$ cat src/logic/fpp_pkg.sv
// Package: constants for the flash protect / program / power control block
package fpp_pkg;
    // ****************
    // Geometry
    // ****************
    localparam int ADDR_W = 24;
    localparam int PAGE_BYTES = 256;
    localparam int NUM_BLOCK_LOCKS = 126;
    localparam int NUM_SECTOR_LOCKS = 32;
    localparam int NUM_LOCKS = NUM_BLOCK_LOCKS + NUM_SECTOR_LOCKS;
    localparam int LOCK_IDX_W = 8;
    localparam logic [7:0] TOP_BLOCK = 8'hff;
    localparam logic [7:0] BOTTOM_BLOCK = 8'h00;
    localparam logic [7:0] ERASED_BYTE = 8'hff;
    // ****************
    // Operation kinds
    // ****************
    typedef enum logic [2:0] {
        FPP_OP_WRITE_LATCH_ENABLE_CMD = 3'b000,
        FPP_OP_PROG = 3'b001,
        FPP_OP_SECT = 3'b010,
        FPP_OP_BLK = 3'b011,
        FPP_OP_CHIP = 3'b100,
        FPP_OP_STATUS_WRITE_CMD = 3'b101,
        FPP_OP_DSLEEP = 3'b110,
        FPP_OP_WAKE = 3'b111
    } fpp_op_e;
    typedef enum logic [1:0] {
        FPP_ST_STANDBY = 2'b00,
        FPP_ST_ACTIVE = 2'b01,
        FPP_ST_DEEP = 2'b10
    } fpp_pwr_e;
    // ****************
    // Timing (cycles at 10 MHz)
    // ****************
    localparam int CLK_NS = 100;
    localparam int PROG_US = 400;
    localparam int ERASE_US = 1000;
    localparam int STATUS_WRITE_CMD_US = 100;
    localparam int PROG_CYC = PROG_US * 1000 / CLK_NS;
    localparam int ERASE_CYC = ERASE_US * 1000 / CLK_NS;
    localparam int STATUS_WRITE_CMD_CYC = STATUS_WRITE_CMD_US * 1000 / CLK_NS;
    localparam int CNT_W = 24;
    localparam logic [7:0] LOCKS_RESET = 8'hff;
endpackage

$ cat src/logic/fpp_lock_mem.sv
// Lock-bit storage: one bit per locked block or sector, read data registered
`timescale 1ns/1ps
module fpp_lock_mem (
    // Clock and reset
    input wire logic clk,
    input wire logic rst_n,
    // Write port
    input wire logic we,
    input wire logic [fpp_pkg::LOCK_IDX_W-1:0] waddr,
    input wire logic wdata,
    input wire logic set_all,
    input wire logic clr_all,
    // Read port
    input wire logic [fpp_pkg::LOCK_IDX_W-1:0] raddr,
    output logic rdata
);
    logic [fpp_pkg::NUM_LOCKS-1:0] bits_q;
    genvar i;
    generate
        for (i = 0; i < fpp_pkg::NUM_LOCKS; i++) begin : g_bit
            wire hit = we && (waddr == fpp_pkg::LOCK_IDX_W'(i));
            always_ff @(posedge clk) begin
                // Every lock powers up set, whole array protected
                if (!rst_n || set_all) begin
                    bits_q[i] <= 1'b1;
                end else if (clr_all) begin
                    bits_q[i] <= 1'b0;
                end else if (hit) begin
                    bits_q[i] <= wdata;
                end
            end
        end
    endgenerate
    wire in_range = raddr < fpp_pkg::LOCK_IDX_W'(fpp_pkg::NUM_LOCKS);
    always_ff @(posedge clk) begin
        if (!rst_n) begin
            rdata <= 1'b1;
        end else begin
            rdata <= in_range ? bits_q[raddr] : 1'b1;
        end
    end
endmodule

$ cat src/logic/fpp_ctrl.sv
// Write protection decode, program/erase acceptance and power state control
`timescale 1ns/1ps
module fpp_ctrl #(
    parameter int PROG_CYCLES = fpp_pkg::PROG_CYC,
    parameter int ERASE_CYCLES = fpp_pkg::ERASE_CYC,
    parameter int STATUS_WRITE_CMD_CYCLES = fpp_pkg::STATUS_WRITE_CMD_CYC,
    parameter logic [7:0] DEVICE_ID = 8'h5a // Arbitrary value
) (
    // Clock and reset
    input wire logic clk,
    input wire logic rst_n,
    // Link pins, asynchronous to clk
    input wire logic chip_sel_n,
    input wire logic sclk,
    // Decoded command from the instruction decoder
    input wire logic cmd_valid,
    input wire logic [2:0] cmd_op,
    input wire logic [23:0] cmd_addr,
    input wire logic [8:0] cmd_len,
    input wire logic [7:0] cmd_status,
    input wire logic cmd_blk32,
    // Lock bit maintenance
    input wire logic lock_we,
    input wire logic lock_value,
    input wire logic lock_set_all,
    input wire logic lock_clr_all,
    // Status bits
    input wire logic protect_scheme_select,
    output logic [7:0] status_q,
    output logic busy,
    output logic write_latch,
    // Operation results
    output logic accept,
    output logic reject,
    output logic [23:0] op_addr_q,
    output logic [23:0] op_end_q,
    output logic [7:0] fill_byte_q,
    output logic prog_and_mode_q,
    output logic [7:0] device_id_q,
    output logic id_valid,
    output logic [1:0] power_state,
    output logic sclk_rise
);
    // ****************
    // Pin synchronisers
    // ****************
    logic cs_m_q, cs_s_q, ck_m_q, ck_s_q, ck_p_q;
    always_ff @(posedge clk) begin
        if (!rst_n) begin
            cs_m_q <= 1'b1;
            cs_s_q <= 1'b1;
            ck_m_q <= 1'b0;
            ck_s_q <= 1'b0;
            ck_p_q <= 1'b0;
        end else begin
            cs_m_q <= chip_sel_n;
            cs_s_q <= cs_m_q;
            ck_m_q <= sclk;
            ck_s_q <= ck_m_q;
            ck_p_q <= ck_s_q;
        end
    end
    assign sclk_rise = ck_s_q && !ck_p_q && !cs_s_q;
    // ****************
    // Status fields
    // ****************
    // status_q: [7]cmp [6]sec [5]tb [4:2]bp [1]wel [0]busy
    wire complement_protect = status_q[7];
    wire sector_granularity = status_q[6];
    wire top_bottom_select = status_q[5];
    wire block_protect_field_hi = status_q[4];
    wire block_protect_field_mid = status_q[3];
    wire block_protect_field_lo = status_q[2];
    wire [2:0] bp = {block_protect_field_hi, block_protect_field_mid, block_protect_field_lo};
    // ****************
    // Range decode
    // ****************
    // Region size for the plain map; the complement inverts the protected side
    wire [4:0] sec_sh = bp[2] ? 5'd15 : 5'(5'd11 + {3'b000, bp[1:0]});
    wire [4:0] blk_sh = 5'(5'd17 + {2'b00, bp});
    wire [4:0] sh = sector_granularity ? sec_sh : blk_sh;
    wire [24:0] rsize = 25'(25'h1 << sh);
    wire [24:0] lo_edge = rsize;
    wire [24:0] hi_edge = 25'(25'h1000000 - rsize);
    logic [23:0] op_end_d;
    wire [23:0] start_d = (cmd_op == fpp_pkg::FPP_OP_SECT) ? {cmd_addr[23:12], 12'h000} :
        (cmd_op == fpp_pkg::FPP_OP_BLK) ? (cmd_blk32 ? {cmd_addr[23:15], 15'h0} :
        {cmd_addr[23:16], 16'h0}) : (cmd_op == fpp_pkg::FPP_OP_CHIP) ? 24'h0 : cmd_addr;
    // Whole erase unit is judged, not only the byte that the host named
    wire [24:0] s_addr = {1'b0, start_d};
    wire [24:0] e_addr = {1'b0, op_end_d};
    // Plain map: bottom region [0,rsize) if tb, else top [hi_edge,end)
    wire touch_plain = top_bottom_select ? (s_addr < lo_edge) : (e_addr >= hi_edge);
    // Complement: only the plain region stays writable
    wire inside_plain = top_bottom_select ? (e_addr < lo_edge) : (s_addr >= hi_edge);
    wire bp_none = (bp == 3'b000);
    wire bp_all = (bp == 3'b111);
    wire range_prot = complement_protect ?
        (bp_all ? 1'b0 : (bp_none ? 1'b1 : !inside_plain)) :
        (bp_none ? 1'b0 : (bp_all ? 1'b1 : touch_plain));
    // ****************
    // Lock decode
    // ****************
    // Edge blocks map to 16 sector locks each; middle blocks to one lock
    function automatic logic [7:0] lock_index(input logic [23:0] a);
        logic [7:0] b;
        b = a[23:16];
        if (b == fpp_pkg::BOTTOM_BLOCK) begin
            lock_index = {4'h0, a[15:12]};
        end else if (b == fpp_pkg::TOP_BLOCK) begin
            lock_index = {4'h1, a[15:12]};
        end else begin
            lock_index = 8'(8'd31 + b);
        end
    endfunction
    logic lock_rd;
    wire [7:0] lk_idx = lock_index(cmd_addr);
    fpp_lock_mem u_locks (
        .clk(clk),
        .rst_n(rst_n),
        .we(lock_we),
        .waddr(lk_idx),
        .wdata(lock_value),
        .set_all(lock_set_all),
        .clr_all(lock_clr_all),
        .raddr(lk_idx),
        .rdata(lock_rd)
    );
    // Lock check holds the command one cycle for the registered read
    logic pend_q;
    logic [2:0] pop_q;
    logic [23:0] paddr_q, pend_end_q;
    logic [7:0] pstat_q;
    logic prange_q;
    // Unit erases touch several locks; treat chip/unit as covered by one lookup
    // except chip erase, which any set lock in scheme 1 refuses.
    logic any_lock_q;
    always_ff @(posedge clk) begin
        if (!rst_n) begin
            any_lock_q <= 1'b1;
        end else if (lock_set_all || (lock_we && lock_value)) begin
            any_lock_q <= 1'b1;
        end else if (lock_clr_all) begin
            any_lock_q <= 1'b0;
        end
    end
    wire lock_prot = (pop_q == fpp_pkg::FPP_OP_CHIP) ? any_lock_q : lock_rd;
    wire prot = protect_scheme_select ? lock_prot : prange_q;
    // ****************
    // Command acceptance
    // ****************
    wire [8:0] len1 = (cmd_len == 9'd0) ? 9'd1 : cmd_len;
    wire [8:0] room = 9'(9'h100 - {1'b0, cmd_addr[7:0]});
    wire [8:0] plen = (len1 > room) ? room : len1;
    always_comb begin
        case (fpp_pkg::fpp_op_e'(cmd_op))
            fpp_pkg::FPP_OP_PROG: op_end_d = 24'(cmd_addr + {15'h0, plen} - 24'h1);
            fpp_pkg::FPP_OP_SECT: op_end_d = {cmd_addr[23:12], 12'hfff};
            fpp_pkg::FPP_OP_BLK: op_end_d = cmd_blk32 ? {cmd_addr[23:15], 15'h7fff} :
                {cmd_addr[23:16], 16'hffff};
            fpp_pkg::FPP_OP_CHIP: op_end_d = 24'hffffff;
            default: op_end_d = cmd_addr;
        endcase
    end
    wire deep = (power_state == fpp_pkg::FPP_ST_DEEP);
    wire is_write = (cmd_op >= fpp_pkg::FPP_OP_PROG) && (cmd_op <= fpp_pkg::FPP_OP_STATUS_WRITE_CMD);
    wire live = cmd_valid && !cs_s_q && !busy && !pend_q;
    wire go_wake = cmd_valid && deep && (cmd_op == fpp_pkg::FPP_OP_WAKE);
    wire go_cmd = live && !deep;
    wire need_chk = go_cmd && is_write && (cmd_op != fpp_pkg::FPP_OP_STATUS_WRITE_CMD);
    wire nowel = go_cmd && is_write && !write_latch;
    wire start_ok = pend_q && !prot;
    wire status_write_cmd_ok = go_cmd && (cmd_op == fpp_pkg::FPP_OP_STATUS_WRITE_CMD) && write_latch;
    assign accept = start_ok || status_write_cmd_ok;
    assign reject = nowel || (cmd_valid && deep && !go_wake) || (pend_q && prot);
    // ****************
    // Internal cycle counter
    // ****************
    logic [fpp_pkg::CNT_W-1:0] cnt_q;
    assign busy = status_q[0];
    assign write_latch = status_q[1];
    wire [fpp_pkg::CNT_W-1:0] dur = (pop_q == fpp_pkg::FPP_OP_PROG) ?
        fpp_pkg::CNT_W'(PROG_CYCLES) : fpp_pkg::CNT_W'(ERASE_CYCLES);
    wire done = busy && (cnt_q == '0);
    always_ff @(posedge clk) begin
        if (!rst_n) begin
            status_q <= 8'h00;
            cnt_q <= '0;
            pend_q <= 1'b0;
            pop_q <= 3'b000;
            paddr_q <= '0;
            pend_end_q <= '0;
            prange_q <= 1'b0;
            pstat_q <= 8'h00;
        end else begin
            pend_q <= need_chk && write_latch;
            if (need_chk) begin
                pop_q <= cmd_op;
                paddr_q <= start_d;
                pend_end_q <= op_end_d;
                prange_q <= range_prot;
            end
            if (go_cmd && cmd_op == fpp_pkg::FPP_OP_WRITE_LATCH_ENABLE_CMD) begin
                status_q[1] <= 1'b1;
            end
            if (status_write_cmd_ok) begin
                pstat_q <= cmd_status;
                status_q[0] <= 1'b1;
                status_q[1] <= 1'b0;
                cnt_q <= fpp_pkg::CNT_W'(STATUS_WRITE_CMD_CYCLES);
                pop_q <= fpp_pkg::FPP_OP_STATUS_WRITE_CMD;
            end else if (start_ok) begin
                status_q[0] <= 1'b1;
                status_q[1] <= 1'b0;
                cnt_q <= dur;
            end else if (pend_q) begin
                status_q[1] <= 1'b0;
            end else if (done) begin
                status_q[0] <= 1'b0;
                if (pop_q == fpp_pkg::FPP_OP_STATUS_WRITE_CMD) begin
                    status_q[7:2] <= pstat_q[7:2];
                end
            end else if (busy) begin
                cnt_q <= cnt_q - 1'b1;
            end
        end
    end
    // ****************
    // Result registers
    // ****************
    always_ff @(posedge clk) begin
        if (!rst_n) begin
            op_addr_q <= '0;
            op_end_q <= '0;
            fill_byte_q <= 8'h00;
            prog_and_mode_q <= 1'b0;
        end else if (start_ok) begin
            op_addr_q <= paddr_q;
            op_end_q <= pend_end_q;
            prog_and_mode_q <= (pop_q == fpp_pkg::FPP_OP_PROG);
            fill_byte_q <= fpp_pkg::ERASED_BYTE;
        end
    end
    // ****************
    // Power state
    // ****************
    logic [1:0] pwr_q;
    assign power_state = pwr_q;
    always_ff @(posedge clk) begin
        if (!rst_n) begin
            pwr_q <= fpp_pkg::FPP_ST_STANDBY;
            device_id_q <= 8'h00;
            id_valid <= 1'b0;
        end else begin
            id_valid <= go_wake;
            case (pwr_q)
                fpp_pkg::FPP_ST_DEEP: begin
                    if (go_wake) begin
                        pwr_q <= fpp_pkg::FPP_ST_ACTIVE;
                        device_id_q <= DEVICE_ID;
                    end
                end
                fpp_pkg::FPP_ST_ACTIVE, fpp_pkg::FPP_ST_STANDBY: begin
                    if (go_cmd && cmd_op == fpp_pkg::FPP_OP_DSLEEP) begin
                        pwr_q <= fpp_pkg::FPP_ST_DEEP;
                    end else if (!cs_s_q || busy || pend_q) begin
                        pwr_q <= fpp_pkg::FPP_ST_ACTIVE;
                    end else begin
                        pwr_q <= fpp_pkg::FPP_ST_STANDBY;
                    end
                end
                default: pwr_q <= fpp_pkg::FPP_ST_STANDBY;
            endcase
        end
    end
endmodule

$ cat config.mk
export PLATFORM = sky130hd
export DESIGN_NAME = fpp_ctrl
export DESIGN_NICKNAME = d
export VERILOG_FILES = /design/src/logic/fpp_pkg.sv /design/src/logic/fpp_lock_mem.sv /design/src/logic/fpp_ctrl.sv
export SDC_FILE = /design/constraint.sdc
export NUM_CORES = 1
export LEC_CHECK = 0
export BUFFER_PORTS_ARGS = -buffer_cell sky130_fd_sc_hd__buf_2
export CAP_MARGIN = 20
export CORE_ASPECT_RATIO = 1.4
export CORE_UTILIZATION = 56
export DETAILED_ROUTE_END_ITERATION = 8
export PLACE_DENSITY = 0.78
export SLEW_MARGIN = 20
export SYNTH_ARGS = -nofsm -noshare
export SYNTH_HDL_FRONTEND = slang
export SYNTH_HIERARCHICAL = 1
export SYNTH_SLANG_ARGS = --single-unit
$ cat constraint.sdc
create_clock -name clk -period 7.15 [get_ports clk]
set_input_delay 1.43 -clock clk [delete_from_list [all_inputs] [get_ports clk]]
set_output_delay 1.43 -clock clk [all_outputs]
set_load 0.005 [all_outputs]
# Word-level counts from Yosys, hierarchy flattened
# Index checks and enable logic that the tools add are counted.
# word_totals
wordCells,1114
reg_bits,312
# classes
reduce_logical,376
eq_ne,177
n_shift,1
bitwise,4
n_addsub,8
order_cmp,9
muxes,355
# ops
operator,n
== test 8 x 7 -> 1 bit (second input constant),64
2-to-1 mux 1 bit,331
nonzero test 2 bit,160
== test 8 x 6 -> 1 bit (second input constant),32
== test 8 bit (second input constant),31
logical AND 1 bit,180
2-to-1 mux 24 bit,7
== test 8 x 5 -> 1 bit (second input constant),16
case mux 24 bit (4 select lines),1
== test 8 x 4 -> 1 bit (second input constant),8
greater-or-equal comparator 24 x 25 -> 1 bit,2
< comparator 24 x 25 -> 1 bit,2
subtractor 24 x 1 -> 24 bit (second input constant),2
== test 8 x 3 -> 1 bit (second input constant),4
2-to-1 mux 16 bit,2
<< shifter 1 x 5 -> 25 bit (first input constant),1
subtractor 25 bit (first input constant),1
adder 24 x 9 -> 24 bit,1
zero test 24 bit,1
== test 3 bit (second input constant),7
2-to-1 mux 9 bit,2
== test 8 x 2 -> 1 bit (second input constant),2
zero test 8 bit,2
2-to-1 mux 8 bit,2
other kinds (37),69

# Depth between registers and ports, before layout
# depth
word_depth,13
mapped_depth,32
depth_no_buf,32

# Modules after synthesis
# Netlist, hierarchy kept.
# by_module_without_submodules
mod,area_each_um2,seq_area_each_um2,cells_per_inst,n_inst
fpp_ctrl,10975.5,3022.9,1424,1
fpp_lock_mem,8196.6,3183.1,890,1

# Worst setup path before layout
# OpenSTA, ideal clock, no wires.
# synth_timing
path_kind,input port to flip-flop
from,input cmd_addr[1]
to,register prange_q
setup_slack_ns,-0.222
n_path_buf,0
setup_ns,0.106
arrival_ns,7.266
cell_stages,31
path_cell_list,inv_1 ha_1 inv_1 ha_1 nor2b_1 o21a_1 o21a_1 o21ai_0 a21oi_1 a211oi_1 o31ai_2 mux2_2 ha_1 inv_1 fa_1 a211oi_1 o21bai_1 a211oi_1 a221o_1 nand2b_1 a2111oi_0 o21a_1 nor2_1 ha_1 nand2_1 nand4b_1 a31oi_1 a31oi_1 nor4bb_1 o41ai_1 o311ai_0
# synth_between
elab_chain_cells,12
elab_cells_between_ends,21
cone_classes,3 x add/sub; 5 x order compare; 12 x mux; 1 x reduce/logical
# synth_rtl
item,line_no,source
"start, declared",fpp_ctrl.sv:18,"input wire logic [23:0] cmd_addr,"
subtractor 9 x 8 -> 9 bit,fpp_ctrl.sv:153,"wire [8:0] room = 9'(9'h100 - {1'b0, cmd_addr[7:0]});"
> comparator 9 bit,fpp_ctrl.sv:154,wire [8:0] plen = (len1 > room) ? room : len1;
2-to-1 mux 9 bit,fpp_ctrl.sv:154,
adder 24 x 9 -> 24 bit (*),fpp_ctrl.sv:157,"fpp_pkg::FPP_OP_PROG: op_end_d = 24'(cmd_addr + {15'h0, plen} - 24'h1);"
subtractor 24 x 1 -> 24 bit (*),fpp_ctrl.sv:157,
case mux 24 bit (4 select lines) (*),fpp_ctrl.sv:156,case (fpp_pkg::fpp_op_e'(cmd_op))
via op_end_d[23],fpp_ctrl.sv:85,logic [23:0] op_end_d;
< comparator 24 x 25 -> 1 bit,fpp_ctrl.sv:95,wire inside_plain = top_bottom_select ? (e_addr < lo_edge) : (s_addr >= hi_edge);
2-to-1 mux 1 bit,fpp_ctrl.sv:95,
zero test 1 bit,fpp_ctrl.sv:99,(bp_all ? 1'b0 : (bp_none ? 1'b1 : !inside_plain)) :
2-to-1 mux 1 bit (2 in series),fpp_ctrl.sv:99,
2-to-1 mux 1 bit (*),fpp_ctrl.sv:98,wire range_prot = complement_protect ?
"end signal, assigned",fpp_ctrl.sv:201,prange_q <= range_prot;
"end, declared",fpp_ctrl.sv:134,logic prange_q;
# Mark *: on every way through the listed nets, which the timed path passes. The rest lies on a longest branch.
# A chain may end at the register's enable or synchronous reset.

# Final worst setup path
# layout_timing
from,input cmd_addr[0]
to,register prange_q
# The elaborated chain is that of the path after synthesis.

==> flow_summary.ini <==
[detailed_routing]
wl_mm = 52.14
drc = 0
dr.first_iter.drc_count = 1455
vias_per_cell = 5.977
final_antenna_net_count = 0
wl_per_cell_um = 17.84
num_vias = 17470
firstDrtPassIters = 5

[power_and_ir_drop]
power.total_mw = 4.263
p_leak_nw = 9.959
ir_drop_mv = 0.1873
powerDensity_nw_per_um2 = 191.9

[worst_setup_path]
arrival_ns = 7.70
endpoint_kind = flop
crit_top_cell = buf_4
r2r_slack_ns = 2.98
crit_type = in -> reg
start_kind = input port
path_max_fanout = 8
max_stage_delay_ns = 0.42
cp.required_ns = 7.65
critPathSlowestCell = fa_2

[die]
start_util_pct = 57.22
die_w_um = 158.4
num_rows = 79
fp.dieArea_um2 = 34990
core_um2 = 33510
io_pins = 136
fp.dieH_um = 220.9

[clock_tree]
cts_buffers = 31
h-tree-depth = 1
clkTransAtPathRegs_ns = 0.06
tritoncts = yes
clockBufferDepth = 3
cts_sinks = 310
root_buffer = clkbuf_16
ctsHoldBuffers = 0
clk_latency_ns = 0.60

[global_route]
antenna_found_initial = 1
grt_max_degree = 119
grt_pass1_wl_mm = 82.84
track_usage_pct = 29.02
grt_pass1_vias = 16950
grt_overflow_total = 0

[placed_design]
gp_congestion = 0.9336
placed_area_um2 = 20680
io_buffers = 129
dpl.hpwl_mm = 37.20
placed_cells = 2853

[logic_synthesis]
synth-edff-count = 0
synth_ff_type = dfxtp_1
synthArstFlopShare_pct = 0
ys_seq_area_share_pct = 32.37
netlist_area_um2 = 19170
ys_ff_latch = 310
yosysUniqueCellTypes = 86
netlist_instances = 2314
ys_warn_count = 6
syn-mean-instance-area_um2 = 8.285

[finish]
stdcell_area_um2 = 22210
layout_commonest_cell = nand2_1
syn_to_final_growth_pct = 15.86
multi_input_area_um2 = 12490
fin_cells = 2923
seq_area_um2 = 6206
fin_nets = 2665
final_cell_mix = 381 x nand2_1, 310 x dfxtp_1, 195 x o21ai_0
drive_above_1_share_pct = 17.33
n_fill_cell = 2711

[timing]
final_max_slew_viol_count = 0
fin_crit_sh_pct = 100.7
timing.fmax_mhz = 138.8
slew_headroom_pct = 22.10
setup_viol = 1
fin_setup_tns_ns = -0.05218
hold_violations = 0
whs_ns = 0.4290
rsz0062_at_grt = yes
finClkSkew_ns = 0.02460
min_period_ns = 7.202
finalWorstSetupSlack_ns = -0.05218
tightest_slew_ns = 1.160

[outcome]
violations = negative setup slack
outcome = complete, but fails checks

[min_path]
min-delay-path-class = reg -> reg

[job]
drv_cap = 0
==> power by group <==
part	internal, mW	switching [mW]	total [mW]
Combinational	0.378	0.505	0.883
Sequential	1.78	0.0273	1.81
Clock	0.877	0.697	1.57
==> worst max-delay path: cells and delay by family <==
kind                       cells  cell delay (ns)
adders and majority gates      6             1.63
buffers and inverters          8             0.90
and+or+nand+nor                4             0.50
muxes                          1             0.14
AOI/OAI and AO/OA             17             3.07
==> kinds of logic (layout without fill, tap and decap cells) <==
logic type                 Yosys count  count (layout)  synth area share (%)
and+or+nand+nor                    758             758                 18.14
AOI/OAI and AO/OA                  556             556                 17.01
DFF                                310             310                 32.37
buffers and inverters              259             395                 5.756
muxes                              231             231                 14.56
adders and majority gates          155             155                 10.15
xor gates and xnor gates            43              43                 1.964
other                                2              30               0.03917
==> cell usage after synthesis, types with 22 or more instances <==
library cell	count	area (um^2)
and2_1	24	150.1
a21oi_1	172	860.8
xnor2_1	26	227.7
nand3_1	36	180.2
inv_1	78	292.8
nor2_1	130	488.0
a21o_1	25	187.7
dfxtp_1	310	6206
mux2i_1	190	1902
nor2b_1	22	137.6
nor3_1	49	245.2
o21ai_0	206	1031
clkbuf_1	146	548.0
ha_1	154	1927
nand2_1	383	1438
==> area by class of cell <==
type                            instances  area share (%)
Multi-Input combinational cell       1771           56.22
Sequential cell                       310           27.94
Timing Repair Buffer                  262           7.587
Clock buffer                           41           3.842
Tap cell                              445           2.507
Inverter                               79           1.341
Clock inverter                         13          0.5464
Antenna cell                            2         0.02253
==> flip-flops by register name, indices dropped and copies added (netlist names) <==
| register | cells |
|---|---|
| u_locks/bits_q | 158 |
| op_end_q | 24 |
| paddr_q | 24 |
| prange_q | 1 |
| ck_p_q | 1 |
| pstat_q | 6 |
| cnt_q | 24 |
| pend_end_q | 24 |
| ck_m_q | 1 |
| fill_byte_q | 1 |
| power_state | 2 |
| pop_q | 3 |
| status_q | 8 |
| cs_m_q | 1 |
| pend_q | 1 |
| device_id_q | 1 |
| ck_s_q | 1 |
| cs_s_q | 1 |
| u_locks/rdata | 1 |
| op_addr_q | 24 |
| prog_and_mode_q | 1 |
| id_valid | 1 |
| any_lock_q | 1 |
==> final timing paths <==
kind                from  endpoint  depth (start not counted)
min reg2reg       cs_m_q    cs_s_q                          1
max reg2reg  status_q[2]  prange_q                         15
min               cs_m_q    cs_s_q                          1
max          cmd_addr[0]  prange_q                         36
==> timing repair <==
action | 4_1_cts | 5_1_grt
setup buffers | 9 | 5
pin swaps | 16 | 41
endpoints found under the setup margin | 1 | 1
cloned | 0 | 0
resized for setup | 25 | 65
==> stage by stage <==
stage	setup slack [ns]	utilization (%)
after floorplan	0.007904	-
after detailed placement	-0.8955	61.71
after global routing	-0.3150	66.28
after CTS	0.02202	65.18
after global placement	-0.7574	61.71
final	-0.05218	66.29
==> per-layer routing <==
layer / wire length, um / vias up / global-route usage (%)
met5: 0 / - / 0
met4: 2636 / 0 / 14.95
met3: 2581 / 162 / 2.487
met2: 26460 / 582 / 52.22
met1: 20470 / 8295 / 33.59
li1: - / 8433 / -
No activity file was read; power rests on OpenSTA's default activity.
